==> src/core/brk_dt_consts.svh <==
`ifndef BRK_DT_CONSTS_SVH
`define BRK_DT_CONSTS_SVH

// Register indices; byte address is four times the index
`define IDX_CH4_CMP_HIGH 6'h1B
`define IDX_CH4_CMP_LOW 6'h1C
`define IDX_BREAK_CTRL 6'h1D
`define IDX_DEADTIME 6'h1E
`define IDX_IDLE_LEVELS 6'h1F

// Reset value of every register
`define RST_BYTE 8'h00

// break_control fields
`define BK_MOE 7
`define BK_AOE 6
`define BK_POL 5
`define BK_ENA 4
`define BK_RUN_OFF_STATE_SELECT 3
`define BK_IDLE_OFF_STATE_SELECT 2
`define BK_LOCK_HI 1
`define BK_LOCK_LO 0

// output_idle_levels: bit 7 reads as zero
`define OIS_USED_MASK 8'h7F

// Deadtime code bases and step shifts
`define DT_BASE_64 10'h040
`define DT_BASE_32 10'h020
`define DT_SHIFT_2 1
`define DT_SHIFT_8 3
`define DT_SHIFT_16 4

// Channel-4 direction code for output
`define DIR_OUTPUT 2'h0

`endif

==> src/core/brk_dt_pkg.sv <==
package brk_dt_pkg;

    typedef enum logic [1:0] {
        LOCK_OFF = 2'h0,
        LOCK_LVL1 = 2'h1,
        LOCK_LVL2 = 2'h2,
        LOCK_LVL3 = 2'h3
    } lock_level_type;

    typedef logic [9:0] dt_cycles_type;

endpackage : brk_dt_pkg

==> src/core/break_deadtime_ctrl.sv <==
// Contract
// - Compare write direct, or at update when preloaded
// - Active compare against counter drives channel 4
// - Input mode captures counter on capture event
// - Active break clears main output enable
// - Outputs idle unless main enable and channel enable
// - Auto enable sets main enable at update
// - Polarity bit picks break active level
// - Break enable gates break input
// - Run off-state bit drives inactive outputs
// - Idle off-state bit drives idle outputs
// - Lock one freezes idle, break, auto, deadtime
// - Lock two adds polarity and off-state bits
// - Lock three adds compare mode and preload
// - Lock field written once after reset
// - Code 0xx gives field times one clock
// - Code 10x gives 64 plus bits, two clocks
// - Codes 110/111 give 32 plus bits, 8/16
// - Deadtime field locked at any lock level
// - Complementary output settles at idle level
// - Main output takes idle level when disabled
// - Idle levels per channel, bit 7 zero
//
// The Avalon-MM interface to the registers is this design's own decision.
`timescale 1ns/1ps
`include "brk_dt_consts.svh"
module break_deadtime_ctrl
    import brk_dt_pkg::*;
(
    // Clock and reset
    input wire logic clk_sys,
    input wire logic nrst,
    // Avalon-MM slave
    input wire logic [7:0] avs_address,
    input wire logic avs_read,
    input wire logic avs_write,
    input wire logic [31:0] avs_writedata,
    input wire logic [3:0] avs_byteenable,
    output logic [31:0] avs_readdata,
    output logic avs_waitrequest,
    // Timer core
    input wire logic [15:0] timer_counter_value,
    input wire logic update_event,
    input wire logic [1:0] ch4_direction_select,
    input wire logic ch4_preload_enable,
    input wire logic ch4_capture_event,
    input wire logic [2:0] oc_ref,
    input wire logic [3:0] channel_output_enable,
    input wire logic [2:0] comp_output_enable,
    input wire logic [3:0] channel_polarity,
    input wire logic [2:0] comp_polarity,
    // Break pin
    input wire logic break_input_pin,
    // Write protection seen by the rest of the timer
    output logic polarity_write_lock,
    output logic mode_write_lock,
    // Output pins
    output logic [3:0] ch_output,
    output logic [3:0] ch_output_en,
    output logic [2:0] complementary_output,
    output logic [2:0] complementary_output_en
);

    logic wait_ff;
    logic [31:0] rdata_ff;
    logic [15:0] ch4_compare_value_ff;
    logic [15:0] ch4_active_ff;
    logic ch4_ref_ff;
    logic main_output_enable_ff;
    logic auto_output_enable_ff;
    logic break_polarity_ff;
    logic break_enable_ff;
    logic run_off_state_select_ff;
    logic idle_off_state_select_ff;
    lock_level_type lock_ff;
    logic lock_written_ff;
    logic [7:0] deadtime_ff;
    logic [6:0] idle_levels_ff;
    logic pol_lock_ff;
    logic mode_lock_ff;
    logic [5:0] idx;
    logic wr_acc;
    logic ch4_is_out;
    logic brk_active;
    logic lock1;
    logic lock2;
    logic [7:0] wbyte;
    logic [7:0] nxt_rbyte;
    dt_cycles_type dt_cycles;
    logic [3:0] ref_all;
    logic [3:0] comp_en_all;
    logic [3:0] comp_pol_all;
    logic [7:0] idle_pad;
    logic [3:0] comp_lvl_all;
    logic [3:0] comp_oe_all;

    assign idx = avs_address[7:2];
    assign wbyte = avs_writedata[7:0];
    assign wr_acc = avs_write && !wait_ff && avs_byteenable[0];
    assign ch4_is_out = (ch4_direction_select == `DIR_OUTPUT);
    assign lock1 = (lock_ff != LOCK_OFF);
    assign lock2 = (lock_ff == LOCK_LVL2) || (lock_ff == LOCK_LVL3);

    assign brk_active = break_enable_ff &&
                        (break_input_pin == break_polarity_ff);

    // One wait cycle per access; a read is latched while waiting
    always_ff @(posedge clk_sys) begin
        if (!nrst) begin
            wait_ff <= 1'b1;
        end else begin
            wait_ff <= !((avs_read || avs_write) && wait_ff);
        end
    end

    always_comb begin
        unique case (idx)
            `IDX_CH4_CMP_HIGH: nxt_rbyte = ch4_is_out ?
                ch4_compare_value_ff[15:8] : ch4_active_ff[15:8];
            `IDX_CH4_CMP_LOW: nxt_rbyte = ch4_is_out ?
                ch4_compare_value_ff[7:0] : ch4_active_ff[7:0];
            `IDX_BREAK_CTRL: nxt_rbyte = {main_output_enable_ff,
                auto_output_enable_ff, break_polarity_ff, break_enable_ff,
                run_off_state_select_ff, idle_off_state_select_ff, lock_ff};
            `IDX_DEADTIME: nxt_rbyte = deadtime_ff;
            `IDX_IDLE_LEVELS: nxt_rbyte = {1'b0, idle_levels_ff};
            default: nxt_rbyte = `RST_BYTE;
        endcase
    end

    always_ff @(posedge clk_sys) begin
        if (!nrst) begin
            rdata_ff <= '0;
        end else if (avs_read && wait_ff) begin
            rdata_ff <= {24'h000000, nxt_rbyte};
        end
    end

    always_ff @(posedge clk_sys) begin
        if (!nrst) begin
            ch4_compare_value_ff <= {`RST_BYTE, `RST_BYTE};
            ch4_active_ff <= {`RST_BYTE, `RST_BYTE};
        end else if (!ch4_is_out) begin
            if (ch4_capture_event) begin
                ch4_compare_value_ff <= timer_counter_value;
                ch4_active_ff <= timer_counter_value;
            end
        end else begin
            if (wr_acc && idx == `IDX_CH4_CMP_HIGH) begin
                ch4_compare_value_ff[15:8] <= wbyte;
            end
            if (wr_acc && idx == `IDX_CH4_CMP_LOW) begin
                ch4_compare_value_ff[7:0] <= wbyte;
            end
            if (!ch4_preload_enable) begin
                if (wr_acc && idx == `IDX_CH4_CMP_HIGH) begin
                    ch4_active_ff[15:8] <= wbyte;
                end
                if (wr_acc && idx == `IDX_CH4_CMP_LOW) begin
                    ch4_active_ff[7:0] <= wbyte;
                end
            end else if (update_event) begin
                ch4_active_ff <= ch4_compare_value_ff;
            end
        end
    end

    always_ff @(posedge clk_sys) begin
        if (!nrst) begin
            ch4_ref_ff <= 1'b0;
        end else begin
            ch4_ref_ff <= ch4_is_out &&
                          (timer_counter_value < ch4_active_ff);
        end
    end

    // main output enable; break wins over any set
    // Clears on the first edge the pin is active, not through a gate,
    // so a pin pulse shorter than one clock cycle may be missed
    always_ff @(posedge clk_sys) begin
        if (!nrst) begin
            main_output_enable_ff <= 1'b0;
        end else if (brk_active) begin
            main_output_enable_ff <= 1'b0;
        end else if (wr_acc && idx == `IDX_BREAK_CTRL) begin
            main_output_enable_ff <= wbyte[`BK_MOE] ||
                (auto_output_enable_ff && update_event);
        end else if (auto_output_enable_ff && update_event) begin
            main_output_enable_ff <= 1'b1;
        end
    end

    always_ff @(posedge clk_sys) begin
        if (!nrst) begin
            auto_output_enable_ff <= 1'b0;
            break_polarity_ff <= 1'b0;
            break_enable_ff <= 1'b0;
            run_off_state_select_ff <= 1'b0;
            idle_off_state_select_ff <= 1'b0;
            lock_ff <= LOCK_OFF;
            lock_written_ff <= 1'b0;
        end else if (wr_acc && idx == `IDX_BREAK_CTRL) begin
            lock_written_ff <= 1'b1;
            if (!lock_written_ff) begin
                lock_ff <= lock_level_type'(
                    wbyte[`BK_LOCK_HI:`BK_LOCK_LO]);
            end
            if (!lock1) begin
                auto_output_enable_ff <= wbyte[`BK_AOE];
                break_polarity_ff <= wbyte[`BK_POL];
                break_enable_ff <= wbyte[`BK_ENA];
            end
            if (!lock2) begin
                run_off_state_select_ff <= wbyte[`BK_RUN_OFF_STATE_SELECT];
                idle_off_state_select_ff <= wbyte[`BK_IDLE_OFF_STATE_SELECT];
            end
        end
    end

    always_ff @(posedge clk_sys) begin
        if (!nrst) begin
            deadtime_ff <= `RST_BYTE;
            idle_levels_ff <= 7'h00;
        end else if (wr_acc && !lock1) begin
            if (idx == `IDX_DEADTIME) begin
                deadtime_ff <= wbyte;
            end
            if (idx == `IDX_IDLE_LEVELS) begin
                idle_levels_ff <= 7'(wbyte & `OIS_USED_MASK);
            end
        end
    end

    // protection flags for the channel registers
    always_ff @(posedge clk_sys) begin
        if (!nrst) begin
            pol_lock_ff <= 1'b0;
            mode_lock_ff <= 1'b0;
        end else begin
            pol_lock_ff <= lock2;
            mode_lock_ff <= (lock_ff == LOCK_LVL3);
        end
    end

    always_comb begin
        casez (deadtime_ff[7:5])
            3'b0??: dt_cycles = {2'b00, deadtime_ff};
            3'b10?: dt_cycles = dt_cycles_type'((`DT_BASE_64 +
                {4'h0, deadtime_ff[5:0]}) << `DT_SHIFT_2);
            3'b110: dt_cycles = dt_cycles_type'((`DT_BASE_32 +
                {5'h00, deadtime_ff[4:0]}) << `DT_SHIFT_8);
            default: dt_cycles = dt_cycles_type'((`DT_BASE_32 +
                {5'h00, deadtime_ff[4:0]}) << `DT_SHIFT_16);
        endcase
    end

    assign ref_all = {ch4_ref_ff, oc_ref};
    assign comp_en_all = {1'b0, comp_output_enable};
    assign comp_pol_all = {1'b0, comp_polarity};
    assign idle_pad = {1'b0, idle_levels_ff};

    genvar gi;
    generate
        for (gi = 0; gi < 4; gi++) begin : g_ch
            dt_output_stage #(
                .HAS_COMP(gi < 3)
            ) u_stage (
                .clk_sys(clk_sys),
                .nrst(nrst),
                .ref_level(ref_all[gi]),
                .dt_cycles(dt_cycles),
                .main_output_enable(main_output_enable_ff),
                .run_off_state_select(run_off_state_select_ff),
                .idle_off_state_select(idle_off_state_select_ff),
                .ch_en(channel_output_enable[gi]),
                .comp_en(comp_en_all[gi]),
                .ch_pol(channel_polarity[gi]),
                .comp_pol(comp_pol_all[gi]),
                .idle_lvl(idle_pad[2*gi]),
                .comp_idle_lvl(idle_pad[2*gi+1]),
                .out_lvl_ff(ch_output[gi]),
                .out_en_ff(ch_output_en[gi]),
                .comp_lvl_ff(comp_lvl_all[gi]),
                .comp_en_ff(comp_oe_all[gi])
            );
        end
    endgenerate

    // Channel 4 has no complementary pin; its stage ties those to 0
    assign complementary_output = comp_lvl_all[2:0];
    assign complementary_output_en = comp_oe_all[2:0];

    assign avs_readdata = rdata_ff;
    assign avs_waitrequest = wait_ff;
    assign polarity_write_lock = pol_lock_ff;
    assign mode_write_lock = mode_lock_ff;
endmodule : break_deadtime_ctrl

==> src/core/dt_output_stage.sv <==
`timescale 1ns/1ps
module dt_output_stage
    import brk_dt_pkg::*;
#(
    parameter bit HAS_COMP = 1'b1
) (
    // Clock and reset
    input wire logic clk_sys,
    input wire logic nrst,
    // Reference and setup
    input wire logic ref_level,
    input wire dt_cycles_type dt_cycles,
    input wire logic main_output_enable,
    input wire logic run_off_state_select,
    input wire logic idle_off_state_select,
    input wire logic ch_en,
    input wire logic comp_en,
    input wire logic ch_pol,
    input wire logic comp_pol,
    input wire logic idle_lvl,
    input wire logic comp_idle_lvl,
    // Pins
    output logic out_lvl_ff,
    output logic out_en_ff,
    output logic comp_lvl_ff,
    output logic comp_en_ff
);

    logic ref_q_ff;
    logic moe_q_ff;
    dt_cycles_type dt_cnt_ff;
    logic settled;
    logic main_act;
    logic comp_act;
    logic nxt_out_lvl;
    logic nxt_out_en;
    logic nxt_comp_lvl;
    logic nxt_comp_en;

    assign settled = (dt_cnt_ff == '0);
    assign main_act = (HAS_COMP && comp_en) ? (ref_q_ff & settled)
                                            : ref_level;
    assign comp_act = ~ref_q_ff & settled;

    always_ff @(posedge clk_sys) begin
        if (!nrst) begin
            ref_q_ff <= 1'b0;
            moe_q_ff <= 1'b0;
            dt_cnt_ff <= '0;
        end else begin
            ref_q_ff <= ref_level;
            moe_q_ff <= main_output_enable;
            if ((ref_level != ref_q_ff) || (moe_q_ff && !main_output_enable)) begin
                dt_cnt_ff <= dt_cycles;
            end else if (!settled) begin
                dt_cnt_ff <= dt_cnt_ff - 1'b1;
            end
        end
    end

    always_comb begin
        if (main_output_enable) begin
            nxt_out_en = ch_en | (run_off_state_select & HAS_COMP & comp_en);
            nxt_out_lvl = ch_en ? (main_act ^ ch_pol) : ch_pol;
            nxt_comp_en = HAS_COMP & (comp_en | (run_off_state_select & ch_en));
            nxt_comp_lvl = comp_en ? (comp_act ^ comp_pol) : comp_pol;
        end else begin
            nxt_out_en = idle_off_state_select & (ch_en | (HAS_COMP & comp_en));
            nxt_out_lvl = (settled || !HAS_COMP) ? idle_lvl : ch_pol;
            nxt_comp_en = HAS_COMP & idle_off_state_select & (ch_en | comp_en);
            nxt_comp_lvl = settled ? comp_idle_lvl : comp_pol;
        end
        if (!HAS_COMP) begin
            nxt_comp_en = 1'b0;
            nxt_comp_lvl = 1'b0;
        end
    end

    always_ff @(posedge clk_sys) begin
        if (!nrst) begin
            out_lvl_ff <= 1'b0;
            out_en_ff <= 1'b0;
            comp_lvl_ff <= 1'b0;
            comp_en_ff <= 1'b0;
        end else begin
            out_lvl_ff <= nxt_out_lvl;
            out_en_ff <= nxt_out_en;
            comp_lvl_ff <= nxt_comp_lvl;
            comp_en_ff <= nxt_comp_en;
        end
    end

endmodule : dt_output_stage

==> config.mk <==
export PLATFORM = sky130hd
export DESIGN_NAME = break_deadtime_ctrl
export DESIGN_NICKNAME = d
export VERILOG_FILES = /design/src/core/brk_dt_pkg.sv /design/src/core/break_deadtime_ctrl.sv /design/src/core/dt_output_stage.sv
export VERILOG_INCLUDE_DIRS = /design/src /design/src/core
export SDC_FILE = /design/constraint.sdc
export NUM_CORES = 1
export LEC_CHECK = 0
export BUFFER_PORTS_ARGS = -buffer_cell sky130_fd_sc_hd__buf_2
export CORE_MARGIN = 3
export CORE_UTILIZATION = 50
export CTS_CLUSTER_SIZE = 10
export DETAILED_ROUTE_END_ITERATION = 12
export PLACE_DENSITY = 0.79
export SLEW_MARGIN = 20
export SYNTH_ARGS = -nofsm -noshare
export SYNTH_HDL_FRONTEND = slang
export SYNTH_SLANG_ARGS = --single-unit
==> constraint.sdc <==
create_clock -name clk_sys -period 2.25 [get_ports clk_sys]
set_clock_uncertainty 0.1 [all_clocks]
set_input_delay 0.3375 -clock clk_sys [delete_from_list [all_inputs] [get_ports clk_sys]]
set_output_delay 0.3375 -clock clk_sys [all_outputs]
set_load 0.03 [all_outputs]
Word-level counts from Yosys, hierarchy flattened
Cells that the tools add are included.
{"block": "totals", "wordCells": 195, "memories": 0, "in_bits": 87, "rom_bits": 0, "regBits": 116, "out_inout_bits": 49, "latchBits": 0, "mem_bits_rw": 0}
{"block": "classes", "n_reduce_logical": 39, "eq_ne": 21, "n_bitwise": 40, "n_lt_le_gt_ge": 1, "n_addsub": 5, "shift": 0, "multipliers": 0, "n_div": 0, "mux": 49}
{"operator": "$mux W16", "n": 5}
{"operator": "$mux W10", "n": 6}
{"operator": "$pmux W8 S5", "n": 1}
{"operator": "$mux W1", "n": 32}
{"operator": "$mux W8", "n": 4}
{"operator": "$eq A6 B5 Y1 const B", "n": 5}
{"operator": "$logic_not A10 Y1", "n": 3}
{"operator": "$pmux W10 S3", "n": 1}
{"operator": "$sub A10 B1 Y10 const B", "n": 3}
{"operator": "$and A1 B1 Y1", "n": 16}
{"operator": "$lt A16 B16 Y1", "n": 1}
{"operator": "$reduce_and A2 Y1", "n": 7}
{"operator": "$logic_and A1 B1 Y1", "n": 12}
{"operator": "$or A1 B1 Y1", "n": 9}
{"operator": "$add A7 B6 Y8 const A", "n": 1}
{"operator": "$not A1 Y1", "n": 8}
{"operator": "$add A6 B5 Y7 const A", "n": 1}
{"operator": "$xor A1 B1 Y1", "n": 7}
{"operator": "$eq A2 B2 Y1 const B", "n": 3}
{"operator": "$logic_or A1 B1 Y1", "n": 6}
{"operator": "$ne A2 B2 Y1 const B", "n": 3}
{"operator": "$ne A3 B2 Y1 const B", "n": 2}
{"operator": "$reduce_and A3 Y1", "n": 2}
{"operator": "$reduce_bool A2 Y1", "n": 3}
{"operator": "other kinds (8)", "n": 14}

Depth between registers and ports, before layout
Gate-level depths: netlist of run 1.
{"block": "depth", "ltp_word": 7, "mapped_depth": 8, "ltp_nobuf": 7}

Modules after synthesis
Synthesis of run 1 repeated with hierarchy kept, for this count alone.
{"block": "hier_totals", "cells_unflattened": 855, "area_unflattened_um2": 6942.9}
{"mod": "break_deadtime_ctrl", "n_inst": 1, "cells_per_inst": 539, "area_each_um2": 4202.8, "seq_area_each_um2": 1361.3}
{"mod": "dt_output_stage (g_ch[0].u_stage ...)", "n_inst": 3, "cells_per_inst": 102, "area_each_um2": 880.8, "seq_area_each_um2": 320.3}
{"mod": "dt_output_stage (g_ch[3].u_stage)", "n_inst": 1, "cells_per_inst": 10, "area_each_um2": 97.6, "seq_area_each_um2": 40.0}

Worst setup path before layout of run 1
OpenSTA, ideal clock, no wires.
{"block": "synth_timing", "path_kind": "flip-flop to flip-flop", "startpoint": "reg g_ch[1].u_stage.dt_cnt_ff[0]", "endpoint": "reg g_ch[1].u_stage.comp_lvl_ff", "period_less_slack_ns": 2.093, "path_buffers": 1, "stages_incl_launch_ff": 9, "setup_slack_ns": 0.157, "t_required_ns": 2.080, "setup_ns": 0.070, "t_arrival_ns": 1.923, "cell_sequence": "dfxtp_1 > inv_1 > ha_1 > or3b_2 > or4_4 > buf_6 > nor4b_2 > a21oi_1 > a21oi_1"}
{"block": "synth_between", "elab_chain_len": 5, "elab_cells_between_ends": 6, "cone_classes": "mux (3); bitwise (2); reduce/logical (1)"}
{"element": "start: declaration", "line": "dt_output_stage.sv:31", "text": "dt_cycles_type dt_cnt_ff;"}
{"element": "start signal: assignment", "line": "dt_output_stage.sv:54", "text": "dt_cnt_ff <= dt_cycles;"}
{"element": "start signal: assignment", "line": "dt_output_stage.sv:56", "text": "dt_cnt_ff <= dt_cnt_ff - 1'b1;"}
{"element": "$logic_not A10 Y1 *", "line": "dt_output_stage.sv:40", "text": "assign settled = (dt_cnt_ff == '0);"}
{"element": "$and A1 B1 Y1", "line": "dt_output_stage.sv:43", "text": "assign comp_act = ~ref_q_ff & settled;"}
{"element": "$xor A1 B1 Y1", "line": "dt_output_stage.sv:66", "text": "nxt_comp_lvl = comp_en ? (comp_act ^ comp_pol) : comp_pol;"}
{"element": "$mux W1", "line": "dt_output_stage.sv:66"}
{"element": "$mux W1 *", "line": "dt_output_stage.sv:62", "text": "if (main_output_enable) begin"}
{"element": "end signal: assignment", "line": "dt_output_stage.sv:88", "text": "comp_lvl_ff <= nxt_comp_lvl;"}
{"element": "end: declaration", "line": "dt_output_stage.sv:25", "text": "output logic comp_lvl_ff,"}
Mark *: on every way between the ends. The rest lies on a longest branch, timed or not.
A chain may end at the register's enable or synchronous reset.

Final worst setup path of run 1
{"block": "layout_timing", "startpoint": "reg g_ch[1].u_stage.dt_cnt_ff[0]", "endpoint": "reg g_ch[1].u_stage.dt_cnt_ff[7]"}
{"block": "layout_between", "elab_chain_len": 3, "elab_cells_between_ends": 5, "cone_classes": "add/sub (1); eq/ne (1); mux (2); reduce/logical (1)"}
{"element": "$sub A10 B1 Y10", "line": "dt_output_stage.sv:56"}
{"element": "$mux W10", "line": "dt_output_stage.sv:55", "text": "end else if (!settled) begin"}
{"element": "$mux W10", "line": "dt_output_stage.sv:53", "text": "if ((ref_level != ref_q_ff) || (moe_q_ff && !main_output_enable)) begin"}
Several ways; a longest one is shown, not always the timed one. The select of a mux whose other input is x is not followed.

==> impl_metrics.toml, run 1 <==
[outcome]
status = "finished, final reports clean"

[logic_synthesis]
synth_edf_count = 0
synth_cell_type_count = 58
synth_top_area_share_pct = 35.8
syn_area_sq_um = 6490
yosys-top-cells-area = "dfxtp_1 (36%), a21oi_1 (5.6%), nand2_1 (5.5%)"
avgSynthCellArea_sq_um = 7.89
synth_cells = 823
ys_ff_latch = 116
ys.flop_type = "dfxtp_1"
ys_warn_count = 0
ys_seq_area_share_pct = 35.8
synthArstFlopShare_pct = 0
yosysTopAreaCell = "dfxtp_1"

[clocking]
cts_tree = "yes"
h-tree-depth = 4
max-clock-path-buffers = 2
clock_tree.root_cell = "clkbuf_16"
numClockSinks = 116
clock_latency_ns = 0.43
postCtsSetupRepairBufs = 0
numCtsBuffers = 17
clkTransAtPathRegs_ns = 0.06

[worst_setup_path]
cp.arrival_ns = 2.40
crit_required_ns = 2.48
cp_max_fo = 4
r2r_setup_slack_ns = 0.08
slowest_delay_ns = 0.57
crit_chain = "or4_1 > or4_2 > nor3_1 > a211oi_1 > a211oi_1"
startpoint_type = "flip-flop"
crit_path_frequent_cell = "a211oi_1"
cp-end-kind = "flip-flop"
crit_slowest_cell = "or4_2"
critPathKind = "flip-flop to flip-flop"

[finish]
area_delta_synth_final_pct = 17.4
antenna_cells = 0
post-route-util_pct = 61.7
finalNetCount = 1005
drive_gt1_share_pct = 18.5

[sta]
grt_setup_unrepaired = "no"
post-route-period-util_pct = 96.4
max-slew-margin-rel_pct = 54.1
max_freq_mhz = 461
hold_viol = 0
fin_tns_setup_ns = 0
hold_ws_ns = 0.0327
tightest_slew_ns = 0.688
finalSetupViolCount = 0
maxSlewViolCount = 0
setup_ws_ns = 0.0810
period_minus_slack_ns = 2.17

[placed_design]
pre_cts_ws_ns = -0.0415
post-dp-hpwl_mm = 13.0
place.gp.congestion = 0.926
io_buffers = 82

[grt]
gr-total-overflow = 0
grt_pass1_wl_mm = 29.0
antenna_found_initial = 0
grt_pass1_vias = 5791
grtUsageTotal_pct = 25.2
grt_max_degree = 52

[floorplan]
die_h_um = 120
ioPinCount = 136
start_util_pct = 52.5
die_x_um = 120
die-area_sq_um = 14400
core.rowCount = 40
core_area_sq_um = 12400

[power]
peakVddDrop_v = 0.000460
p_leak_uw = 0.00315
power.density_nw_per_um2 = 866
total_power_uw = 6610

[route]
drc = 0
drt_first_pass_iters = 6
drt-wirelength-per-cell_um = 16.9
via_per_inst = 5.85
drt_wl_total_mm = 18.2
detail-route-antenna-nets = 0
drtIter0Drc = 728
via_count = 6304

[hold_path]
hold_path_class = "input pin to flip-flop"

[run]
maxCapViolCount = 0
synth_stat cells, types with 4 or more instances:
master	instances
a2111oi_0	7
or3b_2	4
a21oi_1	72
buf_1	4
nand4_1	4
nand3_1	36
nor3_1	17
a311oi_1	16
o211ai_1	4
or4_1	4
o31ai_1	10
nor2b_1	12
o21ai_0	55
and2_1	9
xnor2_1	12
dfxtp_1	116
nand2_1	95
mux2i_1	35
a211oi_1	12
xor2_1	8
and3_1	4
ha_1	21
nand2b_1	7
a31oi_1	9
clkbuf_1	35
inv_1	30
nor2_1	73
o22ai_1	17
nor4_1	5
nor3b_1	7
buf_4	38
power by group:
part / internal, uW / switching [uW]
clock network: 1780 / 1040
logic: 609 / 851
registers: 2210 / 121
logic make-up (layout without fill, tap and decap cells):
| family | after synthesis | count (layout) | share of synthesized area (%) |
|---|---|---|---|
| buffers and inverters | 111 | 175 | 8.79 |
| flip-flops | 116 | 116 | 35.8 |
| XOR/XNOR | 20 | 20 | 2.70 |
| adder cells (fa/ha/maj) | 21 | 21 | 4.05 |
| AND/OR/NAND/NOR | 299 | 299 | 22.5 |
| other | 1 | 24 | 0.0578 |
| multiplexers | 38 | 38 | 5.92 |
| AO/OA/AOI/OAI | 217 | 217 | 20.2 |
per-layer routing:
metal  global-route usage, %  part of all wire [%]  routed length (um)
met1                    33.3                    42                7730
met5                       0                     0                   0
met3                    5.51                   8.4                1540
met2                    40.0                    46                8460
met4                    9.88                   2.6                 467
cell type report:
cell class / instances / area (sq um)
clock buffer: 18 / 439
clock inverter: 14 / 176
fill: 1108 / 4740
inverter: 30 / 113
multi-input combinational: 619 / 3710
sequential: 116 / 2320
tap: 168 / 210
timing repair buffer: 113 / 656
layout by cell type (no fill, tap or decap), types with 16 or more instances in the layout:
cell and instances:
a21oi_1 71, a311oi_1 16, buf_2 82, buf_4 30
clkbuf_16 17, conb_1 24, dfxtp_1 114, ha_1 21
inv_1 27, mux2i_1 35, nand2_1 95, nand3_1 36
nor2_1 73, nor3_1 17, o21ai_0 54, o22ai_1 17
through the flow:
stage,instance area [sq um],cells
after global placement,6990,1046
after floorplan,6580,846
after CTS,7600,1078
after global routing,7620,1078
final,7620,1078
after detailed placement,6990,1046
critical path, delay by kind of cell, from the launching register on:
family | cells | cell delay [ns]
and+or+nand+nor | 3 | 1.30
AOI/OAI and AO/OA | 2 | 0.34
DFF | 1 | 0.34
sequential cells by signal (all words and copies together) (netlist names), 2 cells and up:
name	flops
g_ch.u_stage.comp_lvl_ff	3
avs_readdata	8
g_ch.u_stage.comp_en_ff	3
g_ch.u_stage.ref_q_ff	3
ch4_compare_value_ff	16
g_ch.u_stage.out_lvl_ff	4
g_ch.u_stage.out_en_ff	4
idle_levels_ff	7
g_ch.u_stage.dt_cnt_ff	30
deadtime_ff	8
lock_ff	2
ch4_active_ff	16
worst paths after layout:
kind / start / end / cells after the start
max: g_ch[1].u_stage.dt_cnt_ff[0] / g_ch[1].u_stage.dt_cnt_ff[7] / 5
min: avs_read / avs_waitrequest / 2
max reg2reg: g_ch[1].u_stage.dt_cnt_ff[0] / g_ch[1].u_stage.dt_cnt_ff[7] / 5
min reg2reg: avs_waitrequest / avs_waitrequest / 1
repair_timing:
item / 4_1_cts / 5_1_grt
resized for setup: 0 / 9
endpoints found under the setup margin: 0 / 4
hold buffers: 0 / 0
Note: power is estimated with default switching activity, not from simulation.
==> run 2: changes to the inputs <==
--- a/config.mk
+++ b/config.mk
@@ -11,7 +11,7 @@
 export CORE_UTILIZATION = 50
 export CTS_CLUSTER_SIZE = 10
 export DETAILED_ROUTE_END_ITERATION = 12
-export PLACE_DENSITY = 0.79
+export PLACE_DENSITY = 0.78
 export SLEW_MARGIN = 20
 export SYNTH_ARGS = -nofsm -noshare
 export SYNTH_HDL_FRONTEND = slang
==> constraint.sdc (replaced) <==
create_clock -name clk_sys -period 2.56 [get_ports clk_sys]
set_clock_uncertainty 0.1 [all_clocks]
set_input_delay 0.384 -clock clk_sys [delete_from_list [all_inputs] [get_ports clk_sys]]
set_output_delay 0.384 -clock clk_sys [all_outputs]
set_load 0.03 [all_outputs]
==> run 2 against run 1 <==
  * Register-to-register slack improved by 0.27 ns
  * Setup slack better by 0.27 ns
  * Sequential power shrank 12%
  * Global-route usage fell by 0.97 points
  * First-iteration DRC count decreased by 37%
  * Combinational power down 17%
  * Flip-flop and latch count unchanged
  * Sequential share of layout area increased by 0.38 points
==> impl_metrics.toml, run 2 (synthesis results as in run 1) <==
[sta]
post-route-period-util_pct = 86.2
tightest_slew_ns = 0.714
hold_ws_ns = 0.0826
fin_tns_setup_ns = 0
period_minus_slack_ns = 2.21
max_freq_mhz = 453
finalSetupViolCount = 0
max-slew-margin-rel_pct = 52.4
hold_viol = 0
grt_setup_unrepaired = "no"
maxSlewViolCount = 0

[grt]
antenna_found_initial = 0
grtUsageTotal_pct = 24.2
gr-total-overflow = 0
grt_pass1_vias = 5508
grt_pass1_wl_mm = 27.6
grt_max_degree = 52

[clocking]
postCtsSetupRepairBufs = 0
numCtsBuffers = 17
clkTransAtPathRegs_ns = 0.06
clock_latency_ns = 0.43
ctsHoldBuffers = 0
max-clock-path-buffers = 2
clock_tree.root_cell = "clkbuf_16"
cts_tree = "yes"
cts_resized = 0
numClockSinks = 116
h-tree-depth = 4

[worst_setup_path]
cp.arrival_ns = 2.46
critPathKind = "flip-flop to flip-flop"
cp_max_fo = 12
crit_required_ns = 2.81
startpoint = "g_ch[1].u_stage.dt_cnt_ff[0]"
cp-end-kind = "flip-flop"
reg2reg_from = "g_ch[1].u_stage.dt_cnt_ff[0]"
startpoint_type = "flip-flop"

[route]
drt_wl_total_mm = 17.6
drt-wirelength-per-cell_um = 16.5
drtIter0Drc = 462
detail-route-antenna-nets = 0
via_count = 6139
drt_first_pass_iters = 5
drc = 0
via_per_inst = 5.77

[placed_design]
place.gp.congestion = 0.889
post-dp-hpwl_mm = 12.6
io_buffers = 82

[finish]
final_common_cell = "dfxtp_1"
top_register = "g_ch.u_stage.dt_cnt_ff"
reg_top3 = "g_ch.u_stage.dt_cnt_ff: 30 flops, ch4_active_ff: 16 flops, ch4_compare_value_ff: 16 flops"
layout_common_cells = "dfxtp_1 (116), nand2_1 (95), buf_2 (82)"
area_delta_synth_final_pct = 15.9
largest_reg_flops = 30
drive_gt1_share_pct = 16.5
antenna_cells = 0
finalNetCount = 991

[outcome]
status = "finished, final reports clean"

[floorplan]
die_h_um = 120
ioPinCount = 136
core_area_sq_um = 12400
start_util_pct = 52.5
die-area_sq_um = 14400
core.rowCount = 40
die_x_um = 120

[hold_path]
hold_path_class = "input pin to flip-flop"
worstHoldStart = "avs_read"

[power]
clkPwrFrac_pct = 44.1
p_leak_uw = 0.00309
p_sw_share_pct = 29.8
power_frac_seq_pct = 35.2
power.switching_uw = 1740
peakVddDrop_v = 0.000548
power.density_nw_per_um2 = 775
intPower_uw = 4090
p_comb_share_pct = 20.7

[run]
maxCapViolCount = 0
==> run 2: changes by cell type in the layout (fill, tap and decap cells not counted), sizes merged <==
| cell | previous run | this run |
|---|---|---|
| buf | 113 | 99 |
| clkinv | 4 | 3 |
| inv | 32 | 33 |
| bufinv | 3 | 4 |
| clkinvlp | 5 | 4 |
==> run 2: worst paths after layout <==
path                                       to  slack [ns]  cells after the start
setup / recovery  g_ch[1].u_stage.comp_lvl_ff        0.35                      7
hold / removal                avs_waitrequest        0.08                      2
setup reg to reg  g_ch[1].u_stage.comp_lvl_ff        0.35                      7
hold reg to reg               avs_waitrequest        0.36                      1
==> run 2: cell type report <==
cell class | instances | area (sq um)
clock buffer | 18 | 439
clock inverter | 14 | 199
inverter | 30 | 113
sequential | 116 | 2320
multi-input combinational | 619 | 3690
fill | 1136 | 4840
timing repair buffer | 99 | 551
tap | 168 | 210
==> run 2: critical path, cell delays in order (launching register included) <==
cell	delay (ns)
dfxtp_1	0.33
inv_1	0.08
ha_1	0.14
or3b_2	0.45
or4_4	0.53
nor4b_2	0.31
a21oi_1	0.07
a21oi_1	0.13
==> run 2: metal layers <==
layer | routed length, um | part of all wire [%] | track usage [%] | vias to the layer above
met5 | 0 | 0 | 0 | -
met4 | 429 | 2.4 | 10.4 | 0
met3 | 1370 | 7.8 | 5.42 | 31
met2 | 7930 | 45 | 38.0 | 245
met1 | 7840 | 45 | 32.0 | 2846
li1 | - | - | - | 3017
==> run 2: per-stage QoR <==
step	cell area (sq um)	worst slack (ns)	utilization, %	power (uW)	cells
after floorplan	6580	0.467	-	3000	846
after CTS	7520	0.294	60.8	5830	1064
after detailed placement	6880	0.153	55.7	3270	1032
final	7520	0.353	60.9	5830	1064
after global placement	6880	0.221	55.7	3240	1032
after global routing	7520	0.242	60.9	6070	1064
==> run 2: power by group through the flow <==
stage / sequential (uW) / combinational [uW] / clock [uW]
after global routing: 2070 / 1340 / 2660
after detailed placement: 2080 / 1180 / 0
after CTS: 2050 / 1200 / 2590
after floorplan: 2070 / 929 / 0
after global placement: 2080 / 1160 / 0
final: 2050 / 1210 / 2570
==> run 3: changes to the inputs <==
--- a/config.mk
+++ b/config.mk
@@ -8,10 +8,10 @@
 export LEC_CHECK = 0
 export BUFFER_PORTS_ARGS = -buffer_cell sky130_fd_sc_hd__buf_2
 export CORE_MARGIN = 3
-export CORE_UTILIZATION = 50
+export CORE_UTILIZATION = 60
 export CTS_CLUSTER_SIZE = 10
 export DETAILED_ROUTE_END_ITERATION = 12
-export PLACE_DENSITY = 0.78
+export PLACE_DENSITY = 0.9
 export SLEW_MARGIN = 20
 export SYNTH_ARGS = -nofsm -noshare
 export SYNTH_HDL_FRONTEND = slang
==> run 3 against run 2 <==
  * Clock-buffer cell count is 1 lower
  * Setup slack worse by 0.24 ns
  * Largest power group unchanged
  * Clock power is 15% lower
  * Cell count is 2.6% lower
  * Critical path depth stayed put
  * Core utilization is 11 points higher
  * Non-clock buffer count is 4 higher
  * Critical endpoint is now g_ch[1].u_stage.out_lvl_ff
  * Critical path type unchanged
  * Sequential share of layout area is 0.32 points higher
  * Largest cell class unchanged
  * Register-to-register slack worse by 0.24 ns
==> impl_metrics.toml, run 3 (synthesis results as in run 1) <==
[clocking]
clock_latency_ns = 0.52
cts_tree = "yes"
numCtsBuffers = 17
postCtsSetupRepairBufs = 0
cts_resized = 0
clock_tree.root_cell = "clkbuf_8"
ctsHoldBuffers = 3
h-tree-depth = 4
clkTransAtPathRegs_ns = 0.06
max-clock-path-buffers = 2
numClockSinks = 116

[worst_setup_path]
crit_required_ns = 2.87
rr_worst_depth = 7
critPathKind = "flip-flop to flip-flop"
startpoint = "g_ch[1].u_stage.dt_cnt_ff[0]"
cp.arrival_ns = 2.76
cp-end-kind = "flip-flop"
startpoint_type = "flip-flop"
r2r_setup_slack_ns = 0.12
regToRegEndpoint = "g_ch[1].u_stage.out_lvl_ff"
reg2reg_from = "g_ch[1].u_stage.dt_cnt_ff[0]"
cp_max_fo = 12

[route]
drtIter0Drc = 657
via_count = 6426
drt_first_pass_iters = 6
drt_wl_total_mm = 18.5
detail-route-antenna-nets = 0
drc = 0
drt-wirelength-per-cell_um = 17.9
via_per_inst = 6.20

[sta]
max_freq_mhz = 409
period_minus_slack_ns = 2.44
post-route-period-util_pct = 95.5
setup_ws_ns = 0.115
fin_tns_setup_ns = 0
tightest_slew_ns = 0.710
finalSetupViolCount = 0
grt_setup_unrepaired = "no"
hold_viol = 0
maxSlewViolCount = 0
hold_ws_ns = 0.0196
max-slew-margin-rel_pct = 52.7

[finish]
final_common_cell = "dfxtp_1"
area_delta_synth_final_pct = 14.7
fillers = 797
top_register = "g_ch.u_stage.dt_cnt_ff"
layout_common_cells = "dfxtp_1 (116), nand2_1 (95), buf_2 (82)"
largest_reg_flops = 30
finalNetCount = 995
antenna_cells = 0
reg_top3 = "g_ch.u_stage.dt_cnt_ff: 30 flops, ch4_active_ff: 16 flops, ch4_compare_value_ff: 16 flops"
final_area_sq_um = 7450
drive_gt1_share_pct = 16.4
finalNonFillerCells = 1036

[run]
maxCapViolCount = 0

[floorplan]
start_util_pct = 62.3
core_area_sq_um = 10400
die_x_um = 110
ioPinCount = 136
die-area_sq_um = 12100
core.rowCount = 37
die_h_um = 110

[hold_path]
worstHoldStart = "oc_ref[1]"
whs_endpoint = "g_ch[1].u_stage.ref_q_ff"
worst_hold_path.num_cells = 2
hold_path_class = "input pin to flip-flop"

[power]
power.density_nw_per_um2 = 736
p_leak_uw = 0.00307
power_frac_seq_pct = 37.5
peakVddDrop_v = 0.000492
p_comb_share_pct = 22.6
p_sw_share_pct = 32.1
intPower_uw = 3720
clkPwrFrac_pct = 39.9
power.switching_uw = 1760

[placed_design]
place.gp.congestion = 0.925
io_buffers = 82
dp_cells = 1000
post-dp-hpwl_mm = 12.7
placed_area_sq_um = 6850
pre_cts_ws_ns = 0.181

[grt]
grt_max_degree = 52
grt_pass1_vias = 6050
antenna_found_initial = 0
gr-total-overflow = 0
grtUsageTotal_pct = 31.0
grt_pass1_wl_mm = 29.0

[outcome]
status = "finished, final reports clean"
-- run 3: how the worst max path moves through the flow --
stage | slack, ns | depth (start not counted) | endpoint
global route | 0.03 | 7 | g_ch[1].u_stage.comp_lvl_ff
global placement | 0.21 | 6 | ch4_active_ff[4]
CTS | 0.10 | 7 | g_ch[1].u_stage.out_lvl_ff
floorplan | 0.47 | 8 | g_ch[1].u_stage.comp_lvl_ff
detailed placement | 0.18 | 6 | ch4_active_ff[3]
finish | 0.12 | 7 | g_ch[1].u_stage.out_lvl_ff
-- run 3: per-layer routing --
metal	global-route usage [%]	up-vias	part of all wire (%)	wire, um
met5	0	-	0	0
met4	12.9	0	3.4	624
met3	7.34	69	11	1960
met2	49.9	362	47	8630
met1	39.8	2981	40	7330
li1	-	3014	-	-
-- run 3: worst max-delay path: stages, from the launching register on --
cell      delay, ns
dfxtp_1        0.34
inv_1          0.09
ha_1           0.17
or3b_2         0.47
or4_4          0.54
mux2_2         0.27
nor2_1         0.04
a211oi_1       0.31
-- run 3: per-stage QoR --
| stage | total power, uW | util, % |
|---|---|---|
| after CTS | 5460 | 71.4 |
| after detailed placement | 3270 | 65.8 |
| after global placement | 3230 | 65.8 |
| after floorplan | 3000 | - |
| after global routing | 5720 | 71.5 |
| final | 5480 | 71.5 |
-- run 3: power by group through the flow --
| stage | combinational (uW) | clock (uW) | sequential (uW) |
|---|---|---|---|
| 4_1_cts | 1220 | 2190 | 2050 |
| 5_1_grt | 1370 | 2290 | 2070 |
| 3_5_place_dp | 1190 | 0 | 2080 |
| 2_1_floorplan | 929 | 0 | 2070 |
| 3_3_place_gp | 1150 | 0 | 2080 |
| 6_report | 1240 | 2190 | 2050 |
-- run 3: cell type report --
| class | instances | area, sq um | share of cell area (%) |
|---|---|---|---|
| clock buffers | 17 | 414 | 5.56 |
| clock inverters | 15 | 134 | 1.80 |
| inverters | 30 | 113 | 1.51 |
| multi-input cells | 619 | 3690 | 49.6 |
| flip-flops and latches | 116 | 2320 | 31.2 |
| well taps | 136 | 170 | 2.29 |
| repair buffers | 103 | 603 | 8.10 |
